File: src/hdl/pcq_map.svh
// Offsets, field positions, reset values and constant words of the endpoint configuration space
`ifndef PCQ_MAP_SVH
`define PCQ_MAP_SVH
`define PCQ_TCVC_RST 8'h01
`define PCQ_ARI_BIT 4
`define PCQ_HLO_BIT 15
`define PCQ_ECRC_GEN_BIT 6
`define PCQ_ECRC_CHK_BIT 8
`define PCQ_PM_D0 2'h0
`define PCQ_PM_D1 2'h1
`define PCQ_OFF_PM_HDR 10'h010
`define PCQ_OFF_PMCSR 10'h011
`define PCQ_OFF_PCIE_HDR 10'h018
`define PCQ_OFF_DEVCAP 10'h019
`define PCQ_OFF_DEVCAP2 10'h021
`define PCQ_OFF_AER_HDR 10'h040
`define PCQ_OFF_AER_CORR 10'h044
`define PCQ_OFF_AER_CTL 10'h046
`define PCQ_OFF_VC_HDR 10'h050
`define PCQ_OFF_VC_RES 10'h055
`define PCQ_OFF_SEC_HDR 10'h060
`define PCQ_OFF_SRIOV_HDR 10'h070
`define PCQ_OFF_SRIOV_CTL 10'h072
`define PCQ_OFF_RBAR_HDR 10'h080
`define PCQ_BYTE_AER 12'h100
`define PCQ_BYTE_VC 12'h140
`define PCQ_BYTE_SEC 12'h180
`define PCQ_BYTE_SRIOV 12'h1C0
`define PCQ_BYTE_RBAR 12'h200
`define PCQ_ROM_PM_HDR 32'h0003_6001
`define PCQ_ROM_PCIE_HDR 32'h0002_0010
`define PCQ_ROM_DEVCAP 32'h0000_8000
`define PCQ_ROM_DEVCAP2 32'h0000_0000
`define PCQ_ROM_AER_HDR 32'h0002_0001
`define PCQ_ROM_AER_CTL 32'h0000_00A0
`define PCQ_ROM_VC_HDR 32'h0001_0002
`define PCQ_ROM_VC_RES 32'h8000_0000
`define PCQ_ROM_SEC_HDR 32'h0001_0019
`define PCQ_ROM_SRIOV_HDR 32'h0001_0010
`define PCQ_ROM_RBAR_HDR 32'h0001_0015
`endif

File: src/hdl/pcq_pkg.sv
// Types shared by the configuration-space quirk block
package pcq_pkg;
  typedef enum logic [1:0] {
    PCQ_F_PF0 = 2'b00,
    PCQ_F_PF1 = 2'b01,
    PCQ_F_VF = 2'b10
  } pcq_func_e;
  typedef enum logic [3:0] {
    PCQ_S_NONE = 4'h0,
    PCQ_S_PM_HDR = 4'h1,
    PCQ_S_PMCSR = 4'h2,
    PCQ_S_PCIE_HDR = 4'h3,
    PCQ_S_DEVCAP = 4'h4,
    PCQ_S_DEVCAP2 = 4'h5,
    PCQ_S_AER_HDR = 4'h6,
    PCQ_S_AER_CORR = 4'h7,
    PCQ_S_AER_CTL = 4'h8,
    PCQ_S_VC_HDR = 4'h9,
    PCQ_S_VC_RES = 4'hA,
    PCQ_S_SEC_HDR = 4'hB,
    PCQ_S_SRIOV_HDR = 4'hC,
    PCQ_S_SRIOV_CTL = 4'hD,
    PCQ_S_RBAR_HDR = 4'hE
  } pcq_slot_e;
  typedef enum logic [1:0] {
    PCQ_LB_IDLE = 2'b00,
    PCQ_LB_ACTIVE = 2'b01,
    PCQ_LB_EXIT = 2'b10
  } pcq_lb_e;
endpackage

File: src/hdl/pcq_top.sv
// Endpoint configuration-space quirks: capability chain, reset values, ECRC, FLR, loopback
//
// What this block does
// - Virtual Channel capability always present whenever Secondary PCIe capability is.
// - TC/VC map of VC0 resource control resets to 8'h01.
// - Gen3 loopback slave leaves Loopback.Active only on a training reset.
// - No Power Budgeting capability exists in the chain.
// - Resizable BAR only switched on at run time after configuration done.
// - Processing-hints completer support is never advertised.
// - D1 reported unsupported and never entered.
// - Port type is always endpoint; root port cannot be chosen.
// - Header log overflow status reads zero in virtual-function space.
// - Reset of a function carrying SR-IOV is refused as unsupported.
// - Function reset of function 0 clears its ARI capable hierarchy bit.
`timescale 1ns/10ps
`default_nettype none
`include "pcq_map.svh"
module pcq_top
(
  input wire logic clk,
  input wire logic arst_n,
  input wire logic sec_pcie_en,
  input wire logic vc_cap_en,
  input wire logic sriov_en,
  input wire logic pf1_en,
  input wire logic cfg_done_pin,
  input wire logic lb_enter_pin,
  input wire logic lb_exit_pin,
  input wire logic gen3_pin,
  input wire logic ltssm_rst,
  input wire logic rbar_arm,
  input wire logic flr_req,
  input wire logic flr_func,
  input wire logic hlo_event,
  input wire logic cfg_rd_en,
  input wire pcq_pkg::pcq_func_e cfg_rd_func,
  input wire logic [9:0] cfg_rd_addr,
  input wire logic cfg_wr_en,
  input wire pcq_pkg::pcq_func_e cfg_wr_func,
  input wire logic [9:0] cfg_wr_addr,
  input wire logic [31:0] cfg_wr_data,
  output logic [31:0] cfg_rd_data,
  output logic cfg_rd_valid,
  output logic in_loopback,
  output logic [1:0] ecrc_gen_en,
  output logic [1:0] ecrc_chk_en,
  output logic [1:0] pm_state,
  output logic ari_hier,
  output logic flr_refused,
  output logic rbar_on,
  output logic [7:0] tcvc_map
);
  import pcq_pkg::*;
  function automatic pcq_slot_e pcq_slot(input logic [9:0] a);
    case (a)
      `PCQ_OFF_PM_HDR: pcq_slot = PCQ_S_PM_HDR;
      `PCQ_OFF_PMCSR: pcq_slot = PCQ_S_PMCSR;
      `PCQ_OFF_PCIE_HDR: pcq_slot = PCQ_S_PCIE_HDR;
      `PCQ_OFF_DEVCAP: pcq_slot = PCQ_S_DEVCAP;
      `PCQ_OFF_DEVCAP2: pcq_slot = PCQ_S_DEVCAP2;
      `PCQ_OFF_AER_HDR: pcq_slot = PCQ_S_AER_HDR;
      `PCQ_OFF_AER_CORR: pcq_slot = PCQ_S_AER_CORR;
      `PCQ_OFF_AER_CTL: pcq_slot = PCQ_S_AER_CTL;
      `PCQ_OFF_VC_HDR: pcq_slot = PCQ_S_VC_HDR;
      `PCQ_OFF_VC_RES: pcq_slot = PCQ_S_VC_RES;
      `PCQ_OFF_SEC_HDR: pcq_slot = PCQ_S_SEC_HDR;
      `PCQ_OFF_SRIOV_HDR: pcq_slot = PCQ_S_SRIOV_HDR;
      `PCQ_OFF_SRIOV_CTL: pcq_slot = PCQ_S_SRIOV_CTL;
      `PCQ_OFF_RBAR_HDR: pcq_slot = PCQ_S_RBAR_HDR;
      default: pcq_slot = PCQ_S_NONE;
    endcase
  endfunction
  function automatic logic [11:0] pcq_ext_off(input int j);
    case (j)
      0: pcq_ext_off = `PCQ_BYTE_AER;
      1: pcq_ext_off = `PCQ_BYTE_VC;
      2: pcq_ext_off = `PCQ_BYTE_SEC;
      3: pcq_ext_off = `PCQ_BYTE_SRIOV;
      default: pcq_ext_off = `PCQ_BYTE_RBAR;
    endcase
  endfunction
  // Next pointer skips every absent capability; power budgeting has no entry at all
  function automatic logic [11:0] pcq_next(input logic [4:0] pres, input int from);
    pcq_next = 12'h000;
    for (int j = 4; j >= 0; j--)
    begin
      if (j > from && pres[j])
        pcq_next = pcq_ext_off(j);
    end
  endfunction
  // Pin inputs pass two flip-flops before use
  localparam int NSYNC = 4;
  logic [NSYNC-1:0] sync_a;
  logic [NSYNC-1:0] sync_b;
  wire [NSYNC-1:0] pins = {gen3_pin, lb_exit_pin, lb_enter_pin, cfg_done_pin};
  genvar g;
  generate
    for (g = 0; g < NSYNC; g++)
    begin : g_sync
      always_ff @(posedge clk or negedge arst_n)
      begin
        if (!arst_n)
          {sync_b[g], sync_a[g]} <= 2'b00;
        else
          {sync_b[g], sync_a[g]} <= {sync_a[g], pins[g]};
      end
    end
  endgenerate
  wire cfg_done_s = sync_b[0];
  pcq_lb_fsm u_lb (
    .clk(clk),
    .arst_n(arst_n),
    .lb_enter(sync_b[1]),
    .lb_exit(sync_b[2]),
    .gen3(sync_b[3]),
    .ltssm_rst(ltssm_rst),
    .in_loopback(in_loopback)
  );
  // Capability presence: aer, vc, sec, sriov, rbar
  wire vc_pres = vc_cap_en | sec_pcie_en;
  wire [4:0] cap_pres = {rbar_on, sriov_en, sec_pcie_en, vc_pres, 1'b1};
  // Read pipeline: slot and ROM word in stage one, merged word in stage two
  pcq_slot_e rd_slot_c;
  pcq_slot_e rd_slot_q;
  pcq_func_e rd_func_q;
  logic rd_v1;
  logic [31:0] rom_q;
  assign rd_slot_c = pcq_slot(cfg_rd_addr);

  pcq_cfg_rom #(
    .WIDTH(32)
  ) u_rom (
    .clk(clk),
    .arst_n(arst_n),
    .slot(rd_slot_c),
    .rdata(rom_q)
  );

  wire rd_pf1 = (rd_func_q == PCQ_F_PF1);
  wire rd_vf = (rd_func_q == PCQ_F_VF);
  logic hlo_sts;
  logic [1:0] pm_st1;
  wire [1:0] rd_pm = rd_pf1 ? pm_st1 : pm_state;
  wire rd_gen = rd_pf1 ? ecrc_gen_en[1] : ecrc_gen_en[0];
  wire rd_chk = rd_pf1 ? ecrc_chk_en[1] : ecrc_chk_en[0];
  wire rd_hlo = hlo_sts & ~rd_vf;

  logic [31:0] dyn;
  logic slot_hidden;
  always_comb
  begin
    dyn = 32'h0000_0000;
    slot_hidden = 1'b0;
    case (rd_slot_q)
      PCQ_S_PMCSR: dyn[1:0] = rd_pm;
      PCQ_S_AER_HDR: dyn[31:20] = pcq_next(cap_pres, 0);
      PCQ_S_AER_CORR: dyn[`PCQ_HLO_BIT] = rd_hlo;
      PCQ_S_AER_CTL:
      begin
        dyn[`PCQ_ECRC_GEN_BIT] = rd_gen;
        dyn[`PCQ_ECRC_CHK_BIT] = rd_chk;
      end
      PCQ_S_VC_HDR:
      begin
        dyn[31:20] = pcq_next(cap_pres, 1);
        slot_hidden = ~cap_pres[1];
      end
      PCQ_S_VC_RES:
      begin
        dyn[7:0] = tcvc_map;
        slot_hidden = ~cap_pres[1];
      end
      PCQ_S_SEC_HDR:
      begin
        dyn[31:20] = pcq_next(cap_pres, 2);
        slot_hidden = ~cap_pres[2];
      end
      PCQ_S_SRIOV_HDR:
      begin
        dyn[31:20] = pcq_next(cap_pres, 3);
        slot_hidden = ~cap_pres[3];
      end
      PCQ_S_SRIOV_CTL:
      begin
        dyn[`PCQ_ARI_BIT] = ari_hier & ~rd_pf1;
        slot_hidden = ~cap_pres[3];
      end
      PCQ_S_RBAR_HDR: slot_hidden = ~cap_pres[4];
      default: dyn = 32'h0000_0000;
    endcase
  end
  wire [31:0] next_rd_data = slot_hidden ? 32'h0000_0000 : (rom_q | dyn);

  always_ff @(posedge clk or negedge arst_n)
  begin
    if (!arst_n)
    begin
      rd_slot_q <= PCQ_S_NONE;
      rd_func_q <= PCQ_F_PF0;
      rd_v1 <= 1'b0;
      cfg_rd_valid <= 1'b0;
      cfg_rd_data <= 32'h0000_0000;
    end
    else
    begin
      rd_slot_q <= rd_slot_c;
      rd_func_q <= cfg_rd_func;
      rd_v1 <= cfg_rd_en;
      cfg_rd_valid <= rd_v1;
      cfg_rd_data <= rd_v1 ? next_rd_data : 32'h0000_0000;
    end
  end
  // Write decode
  wire wr_slot_ok = cfg_wr_en && (cfg_wr_func != PCQ_F_VF);
  wire [3:0] wr_slot = pcq_slot(cfg_wr_addr);
  wire wr_pf1 = (cfg_wr_func == PCQ_F_PF1);
  wire wr_pm = wr_slot_ok && (wr_slot == PCQ_S_PMCSR);
  wire wr_d1 = (cfg_wr_data[1:0] == `PCQ_PM_D1);
  wire wr_ecrc = wr_slot_ok && (wr_slot == PCQ_S_AER_CTL) && (!wr_pf1 || pf1_en);
  wire wr_corr = wr_slot_ok && (wr_slot == PCQ_S_AER_CORR) && !wr_pf1;
  wire wr_vc = wr_slot_ok && (wr_slot == PCQ_S_VC_RES) && vc_pres;
  wire wr_ari = wr_slot_ok && (wr_slot == PCQ_S_SRIOV_CTL) && !wr_pf1 && sriov_en;
  wire flr_pf0 = flr_req && !flr_func;
  wire flr_pf1 = flr_req && flr_func && pf1_en;
  wire flr_bad = flr_pf0 && sriov_en;

  // With two functions a write to either one sets both, so they agree after every write
  wire [1:0] ecrc_sel = pf1_en ? 2'b11 : 2'b01;
  wire [1:0] next_gen = wr_ecrc ? ((ecrc_gen_en & ~ecrc_sel) |
    (ecrc_sel & {2{cfg_wr_data[`PCQ_ECRC_GEN_BIT]}})) : ecrc_gen_en;
  wire [1:0] next_chk = wr_ecrc ? ((ecrc_chk_en & ~ecrc_sel) |
    (ecrc_sel & {2{cfg_wr_data[`PCQ_ECRC_CHK_BIT]}})) : ecrc_chk_en;
  // Event wins over a same-cycle clear of the overflow flag
  wire next_hlo = hlo_event | (hlo_sts & ~(wr_corr & cfg_wr_data[`PCQ_HLO_BIT]));

  always_ff @(posedge clk or negedge arst_n)
  begin
    if (!arst_n)
    begin
      ecrc_gen_en <= 2'b00;
      ecrc_chk_en <= 2'b00;
      hlo_sts <= 1'b0;
      tcvc_map <= `PCQ_TCVC_RST;
      rbar_on <= 1'b0;
      flr_refused <= 1'b0;
    end
    else
    begin
      ecrc_gen_en <= next_gen;
      ecrc_chk_en <= next_chk;
      hlo_sts <= next_hlo;
      if (wr_vc)
        tcvc_map <= cfg_wr_data[7:0];
      if (rbar_arm && cfg_done_s)
        rbar_on <= 1'b1;
      flr_refused <= flr_bad;
    end
  end
  // A refused reset still clears ARI; other function state is left untouched
  always_ff @(posedge clk or negedge arst_n)
  begin
    if (!arst_n)
    begin
      pm_state <= `PCQ_PM_D0;
      pm_st1 <= `PCQ_PM_D0;
      ari_hier <= 1'b0;
    end
    else
    begin
      if (flr_pf0)
        ari_hier <= 1'b0;
      else if (wr_ari)
        ari_hier <= cfg_wr_data[`PCQ_ARI_BIT];
      if (flr_pf0 && !sriov_en)
        pm_state <= `PCQ_PM_D0;
      else if (wr_pm && !wr_pf1 && !wr_d1)
        pm_state <= cfg_wr_data[1:0];
      if (flr_pf1)
        pm_st1 <= `PCQ_PM_D0;
      else if (wr_pm && wr_pf1 && !wr_d1)
        pm_st1 <= cfg_wr_data[1:0];
    end
  end
  logic after_rst;
  always_ff @(posedge clk or negedge arst_n)
  begin
    if (!arst_n)
      after_rst <= 1'b0;
    else
      after_rst <= 1'b1;
  end

  AST_VC_WITH_SEC: assert property (@(posedge clk) disable iff (!arst_n)
    (cfg_rd_valid && sec_pcie_en && $past(rd_slot_q == PCQ_S_VC_HDR) && $stable(sec_pcie_en))
    |-> (cfg_rd_data[15:0] == 16'h0002))
    else $error("VC capability hidden while secondary capability enabled");
  AST_TCVC_RESET: assert property (@(posedge clk) disable iff (!arst_n)
    !after_rst |-> (tcvc_map == `PCQ_TCVC_RST))
    else $error("TC/VC map reset value wrong");
  AST_LB_GEN3_HOLD: assert property (@(posedge clk) disable iff (!arst_n)
    (in_loopback && sync_b[3] && !ltssm_rst) ##1 (sync_b[3] && !ltssm_rst) |=> in_loopback)
    else $error("Gen3 loopback left without training reset");
  AST_RD_LATENCY: assert property (@(posedge clk) disable iff (!arst_n)
    cfg_rd_en |-> ##2 cfg_rd_valid)
    else $error("Read answer not two cycles later");
  AST_RBAR_AFTER_CFG: assert property (@(posedge clk) disable iff (!arst_n)
    $rose(rbar_on) |-> $past(cfg_done_s && rbar_arm))
    else $error("Resizable BAR enabled before configuration done");
  AST_ECRC_PAIR: assert property (@(posedge clk) disable iff (!arst_n)
    (wr_ecrc && pf1_en) |=> (ecrc_gen_en[0] == ecrc_gen_en[1]) &&
      (ecrc_chk_en[0] == ecrc_chk_en[1]))
    else $error("ECRC enables differ between functions");
  AST_ECRC_PF0_FREE: assert property (@(posedge clk) disable iff (!arst_n)
    (wr_ecrc && !pf1_en && !wr_pf1) |=>
      (ecrc_gen_en[0] == $past(cfg_wr_data[`PCQ_ECRC_GEN_BIT])))
    else $error("Function 0 ECRC write not taken");
  AST_NO_D1: assert property (@(posedge clk) disable iff (!arst_n)
    (pm_state != `PCQ_PM_D1) && (pm_st1 != `PCQ_PM_D1))
    else $error("D1 state entered");
  AST_VF_HLO: assert property (@(posedge clk) disable iff (!arst_n)
    (rd_v1 && rd_vf && rd_slot_q == PCQ_S_AER_CORR) |=> !cfg_rd_data[`PCQ_HLO_BIT])
    else $error("Header log overflow visible in VF space");
  AST_FLR_REFUSE: assert property (@(posedge clk) disable iff (!arst_n)
    (flr_req && !flr_func && sriov_en) |=> flr_refused ##1 !flr_refused)
    else $error("SR-IOV function reset not flagged");
  AST_FLR_ARI: assert property (@(posedge clk) disable iff (!arst_n)
    (flr_req && !flr_func) |=> !ari_hier)
    else $error("ARI capable hierarchy survived function reset");
  COV_LOOPBACK: cover property (@(posedge clk) disable iff (!arst_n)
    in_loopback ##[1:20] !in_loopback);
  COV_FLR: cover property (@(posedge clk) disable iff (!arst_n) flr_refused);
  COV_RBAR: cover property (@(posedge clk) disable iff (!arst_n) $rose(rbar_on));
  COV_ECRC2: cover property (@(posedge clk) disable iff (!arst_n) pf1_en && ecrc_gen_en == 2'b11);
endmodule
`default_nettype wire

File: src/hdl/pcq_cfg_rom.sv
// Constant words of the configuration space, registered read
`timescale 1ns/10ps
`default_nettype none
`include "pcq_map.svh"
module pcq_cfg_rom
#(
  parameter int WIDTH = 32
)
(
  input wire logic clk,
  input wire logic arst_n,
  input wire pcq_pkg::pcq_slot_e slot,
  output logic [WIDTH-1:0] rdata
);
  import pcq_pkg::*;
  logic [31:0] word;
  // The constant words are 32 bits wide; any other width is refused at elaboration
  if (WIDTH != 32)
  begin : g_width_check
    $error("pcq_cfg_rom supports WIDTH 32 only");
  end
  // Port type stays endpoint, no D1, no processing-hint completer
  always_comb
  begin
    case (slot)
      PCQ_S_PM_HDR: word = `PCQ_ROM_PM_HDR;
      PCQ_S_PCIE_HDR: word = `PCQ_ROM_PCIE_HDR;
      PCQ_S_DEVCAP: word = `PCQ_ROM_DEVCAP;
      PCQ_S_DEVCAP2: word = `PCQ_ROM_DEVCAP2;
      PCQ_S_AER_HDR: word = `PCQ_ROM_AER_HDR;
      PCQ_S_AER_CTL: word = `PCQ_ROM_AER_CTL;
      PCQ_S_VC_HDR: word = `PCQ_ROM_VC_HDR;
      PCQ_S_VC_RES: word = `PCQ_ROM_VC_RES;
      PCQ_S_SEC_HDR: word = `PCQ_ROM_SEC_HDR;
      PCQ_S_SRIOV_HDR: word = `PCQ_ROM_SRIOV_HDR;
      PCQ_S_RBAR_HDR: word = `PCQ_ROM_RBAR_HDR;
      default: word = 32'h0000_0000;
    endcase
  end
  always_ff @(posedge clk or negedge arst_n)
  begin
    if (!arst_n)
      rdata <= '0;
    else
      rdata <= word[WIDTH-1:0];
  end
endmodule
`default_nettype wire

File: src/hdl/pcq_lb_fsm.sv
// Loopback slave tracking of the link training state machine
`timescale 1ns/10ps
`default_nettype none
module pcq_lb_fsm
(
  input wire logic clk,
  input wire logic arst_n,
  input wire logic lb_enter,
  input wire logic lb_exit,
  input wire logic gen3,
  input wire logic ltssm_rst,
  output logic in_loopback
);
  import pcq_pkg::*;
  pcq_lb_e state;
  pcq_lb_e next_state;
  // At Gen3 the normal exit is lost; only a training reset leaves
  wire exit_ok = ltssm_rst | (lb_exit & ~gen3);
  always_comb
  begin
    case (state)
      PCQ_LB_IDLE: next_state = (lb_enter & ~ltssm_rst) ? PCQ_LB_ACTIVE : PCQ_LB_IDLE;
      PCQ_LB_ACTIVE: next_state = exit_ok ? PCQ_LB_EXIT : PCQ_LB_ACTIVE;
      PCQ_LB_EXIT: next_state = PCQ_LB_IDLE;
      default: next_state = PCQ_LB_IDLE;
    endcase
  end
  always_ff @(posedge clk or negedge arst_n)
  begin
    if (!arst_n)
    begin
      state <= PCQ_LB_IDLE;
      in_loopback <= 1'b0;
    end
    else
    begin
      state <= next_state;
      in_loopback <= (next_state == PCQ_LB_ACTIVE);
    end
  end
endmodule
`default_nettype wire

File: config.mk
export PLATFORM = sky130hd
export DESIGN_NAME = pcq_top
export DESIGN_NICKNAME = d
export VERILOG_FILES = /design/src/hdl/pcq_pkg.sv /design/src/hdl/pcq_top.sv /design/src/hdl/pcq_cfg_rom.sv /design/src/hdl/pcq_lb_fsm.sv
export VERILOG_INCLUDE_DIRS = /design/src /design/src/hdl
export SDC_FILE = /design/constraint.sdc
export NUM_CORES = 1
export LEC_CHECK = 0
export BUFFER_PORTS_ARGS = -buffer_cell sky130_fd_sc_hd__buf_2
export CAP_MARGIN = 20
export CELL_PAD_IN_SITES_DETAIL_PLACEMENT = 1
export CELL_PAD_IN_SITES_GLOBAL_PLACEMENT = 1
export CORE_AREA = 8 8 112 114
export DETAILED_ROUTE_END_ITERATION = 6
export DIE_AREA = 0 0 120 122
export PLACE_DENSITY = 0.8
export REMOVE_ABC_BUFFERS = 1
export SETUP_SLACK_MARGIN = 0.1
export SKIP_LAST_GASP = 1
export SLEW_MARGIN = 20
export SYNTH_ARGS = -nofsm -noshare
export SYNTH_HDL_FRONTEND = slang
export SYNTH_SLANG_ARGS = --single-unit
export TNS_END_PERCENT = 100
File: constraint.sdc
create_clock -name clk -period 2.1 [get_ports clk]
set_clock_uncertainty 0.2 [all_clocks]
set_input_delay 0.315 -clock clk [delete_from_list [all_inputs] [get_ports clk]]
set_output_delay 0.315 -clock clk [all_outputs]
set_load 0.01 [all_outputs]
==> metrics.md <==
| Metric | Value |
|---|---|
| Status | complete, but fails checks |
| Failing checks | negative setup slack |
| Initial antenna violation count | 0 |
| Slack of the critical path | -0.117 ns |
| Grt total ovfl | 0 |
| Cell-internal power | 2.20 mW |
| Initial DRC Count | 142 |
| Total Wirelength | 11600 µm |
| CP required | 2.12 ns |
| Area Growth Syn to Fin | 43.3% |
| Final hold slack | 0.0415 ns |
| Tmin final | 2.22 ns |
| I/O pin count | 124 |
| Final Hold Fails | 0 |
| Die width | 120 µm |
| Post-synth design cell area | 3440 µm² |
| Hold path cells | 2 |
| PwrDens | 583 nW/µm² |
| Syn Area/Cell | 9.91 µm² |
| Antenna cells | 0 |
| Logic pwr share | 12.5% |
| IO buf count | 88 |
| Drt wl/cell | 17.8 µm |
| Register share of total power | 46.8% |
| CP arrival | 2.23 ns |
| Sequential-to-total area share from yosys stat | 49.5% |
| Peak Freq | 451 MHz |
| CTS root buffer | clkbuf_8 |
| Starting density of the core | 32.1% |
| Hold WC Path Type | in -> reg |
| CP Class | in -> reg |
| Final worst-path cycle share | 106% |
| Clock buffer depth | 2 |
| CP max FO | 3 |
| Reg2reg setup slack | 0.19 ns |
| Post-DP HPWL | 8730 µm |
| Largest net degree at the start of global routing | 69 |
| Switching Share | 23.6% |
| Most common cell after layout, fill and taps aside | buf_2 |
| DRT Pass-1 Iters | 4 |
| Final core utilization | 46.1% |
| Lkg Pwr | 2.43 nW |
| Clock Power Share | 40.7% |
| P_sw | 0.678 mW |
| Core area | 10700 µm² |
| CTS buffer count | 9 |
| Layout cells sized above 1 | 40.6% |
| Worst Reg-to-Reg Cells | 7 |
| Via density | 5.06 |
| RR Startpoint | rd_slot_q[1] |
| Die ar. | 14600 µm² |
| Rows | 38 |
| Final ANT Viol Nets | 0 |
| Synth warn | 0 |
| Fillers | 1225 |
| Worst skew pair latency | 0.34 ns |
| Vias post-DR | 3292 |
| Post-synth EDFFs | 0 |
| Hold Path End | ecrc_chk_en[0] |
| Beginning of the worst hold path | cfg_wr_data[8] |
| Worst-case vdd ir drop | 0.283 mV |
| Worst r2r dst | cfg_rd_data[8] |
| Setup crit end kind | register |
| First-pass GRT wire length | 18700 µm |
| Gate Count Post-Synth | 347 |
| Maxcap violations | 0 |
| Most frequent cells in the layout | buf_2 (87), dfrtp_1 (66), buf_4 (58) |
| Asr flop ratio synth | 100% |
| H-tree depth | 3 |
| Clock sink count | 68 |
| Drt drc | 0 |
| DIE HEIGHT | 122 µm |
| Most used flip-flop cell after synthesis | dfrtp_1 |
| Tot Pwr | 2.87 mW |
| CTS tree | done |
| # setup viols final | 12 |
| Final count of pins violating max slew | 0 |
| Synth Register Bits | 68 |
| GRT Total Usage | 16.0% |
| Worst-path clk slew | 0.07 ns |
| Fin nets | 578 |
| Vias in the first global route | 3728 |
| Unique cell type count in the Yosys netlist | 63 |
| RSZ-0062 raised after global routing | yes |
| Worst Setup Start Kind | input pin |
| GPL Wtd Cong | 0.844 |
==> state kept, by name (all words and copies together), names as in the netlist, named ones only <==
| name | flops |
|---|---|
| cfg_rd_data | 18 |
| hlo_sts | 1 |
| rd_v1 | 1 |
| pm_st1 | 2 |
| flr_refused | 1 |
| ari_hier | 1 |
| sync_b | 3 |
| tcvc_map | 8 |
| u_lb.state | 2 |
| sync_a | 4 |
| rd_func_q | 2 |
| rd_slot_q | 4 |
| u_lb.in_loopback | 1 |
| cfg_rd_valid | 1 |
| u_rom.rdata | 11 |
| rbar_on | 1 |
| ecrc_gen_en | 1 |
| ecrc_chk_en | 1 |
| cfg_done_s | 1 |
| pm_state | 2 |
==> per-stage QoR <==
step	cell area, µm²	instances	setup slack [ns]	setup TNS [ns]
6_report	4930	650	-0.117	-1.03
5_1_grt	4930	650	-0.169	-1.48
4_1_cts	4820	647	-0.0796	-0.682
3_5_place_dp	4380	616	-0.508	-9.45
3_3_place_gp	4380	616	-0.463	-8.64
2_1_floorplan	3320	331	-0.421	-8.63
==> critical path, cell delays in order <==
cell and delay, ns:
buf_6 0.09, or4_4 0.53, or4_4 0.48, o21a_1 0.14, and3_4 0.18, nand3_1 0.14
mux2_2 0.36
==> logic make-up (layout without fill, tap and decap cells) <==
group | count (synthesis) | after routing | share of synthesized area, %
simple gates | 151 | 151 | 25.4
flops | 68 | 68 | 49.5
xor+xnor | 1 | 1 | 0.255
fa+ha+maj | 1 | 1 | 0.291
compound gates | 68 | 68 | 13.0
mux | 17 | 17 | 5.46
buf+inv | 40 | 191 | 5.97
other cells | 1 | 13 | 0.109
==> how the worst max path moves through the flow <==
stage | start | end | slack [ns] | depth (start not counted)
floorplan | rd_slot_q[1] | cfg_rd_data[29] | -0.42 | 6
global placement | cfg_wr_addr[0] | tcvc_map[2] | -0.46 | 7
detailed placement | cfg_wr_addr[0] | tcvc_map[1] | -0.51 | 7
CTS | cfg_wr_addr[0] | tcvc_map[6] | -0.08 | 7
global route | cfg_wr_addr[0] | register | -0.17 | 7
finish | cfg_wr_addr[0] | register | -0.12 | 7
==> power by group through the flow <==
stage	registers [mW]	clock network, mW	logic, mW
after CTS	1.34	1.21	0.349
final	1.35	1.17	0.359
after floorplan	1.37	0	0.0986
after global routing	1.35	1.26	0.394
after detailed placement	1.37	0	0.317
after global placement	1.37	0	0.299
==> what timing repair did <==
action | CTS | global route
cloned | 0 | 0
pin swaps | 6 | 8
endpoints found under the hold margin | 82 | 0
buffers inserted | 0 | 3
hold buffers | 15 | 0
resized for setup | 19 | 20
setup endpoints to repair | 24 | 40
==> layer usage <==
metal,global-route usage (%),part of all wire (%),up-vias
li1,-,-,1533
met1,18.1,41,1632
met2,29.0,52,103
met3,3.70,4.1,24
met4,5.62,2.4,0
met5,0,0,-
==> cell type report <==
type	count	area (µm²)	area share, %
clock inverter	4	72.6	1.47
tap	140	175	3.56
multi-input combinational	251	1720	34.9
sequential	68	1700	34.6
timing repair buffer	163	1060	21.6
clock buffer	12	145	2.95
inverter	12	45.0	0.914
==> synthesized netlist by cell type (3+ instances only) <==
cell / count / share of area [%]
a21o_1: 3 / 0.65
a21oi_1: 17 / 2.5
and2_1: 3 / 0.55
and3b_1: 3 / 0.76
and4_1: 3 / 0.76
buf_4: 14 / 3.1
clkbuf_1: 12 / 1.3
dfrtp_1: 67 / 49
inv_1: 12 / 1.3
mux2_2: 14 / 4.6
mux2i_1: 3 / 0.87
nand2_1: 14 / 1.5
nand2b_1: 12 / 2.2
nand3_1: 7 / 1.0
nand3b_1: 3 / 0.65
nand4_1: 7 / 1.3
nor2_1: 41 / 4.5
nor2b_1: 11 / 2.0
nor3_1: 14 / 2.0
nor3b_1: 8 / 1.7
nor4b_1: 4 / 1.0
o21a_1: 4 / 0.87
o21ai_0: 18 / 2.6
o22ai_1: 3 / 0.55
or4_1: 3 / 0.65
(Power assumes the default switching activity.)
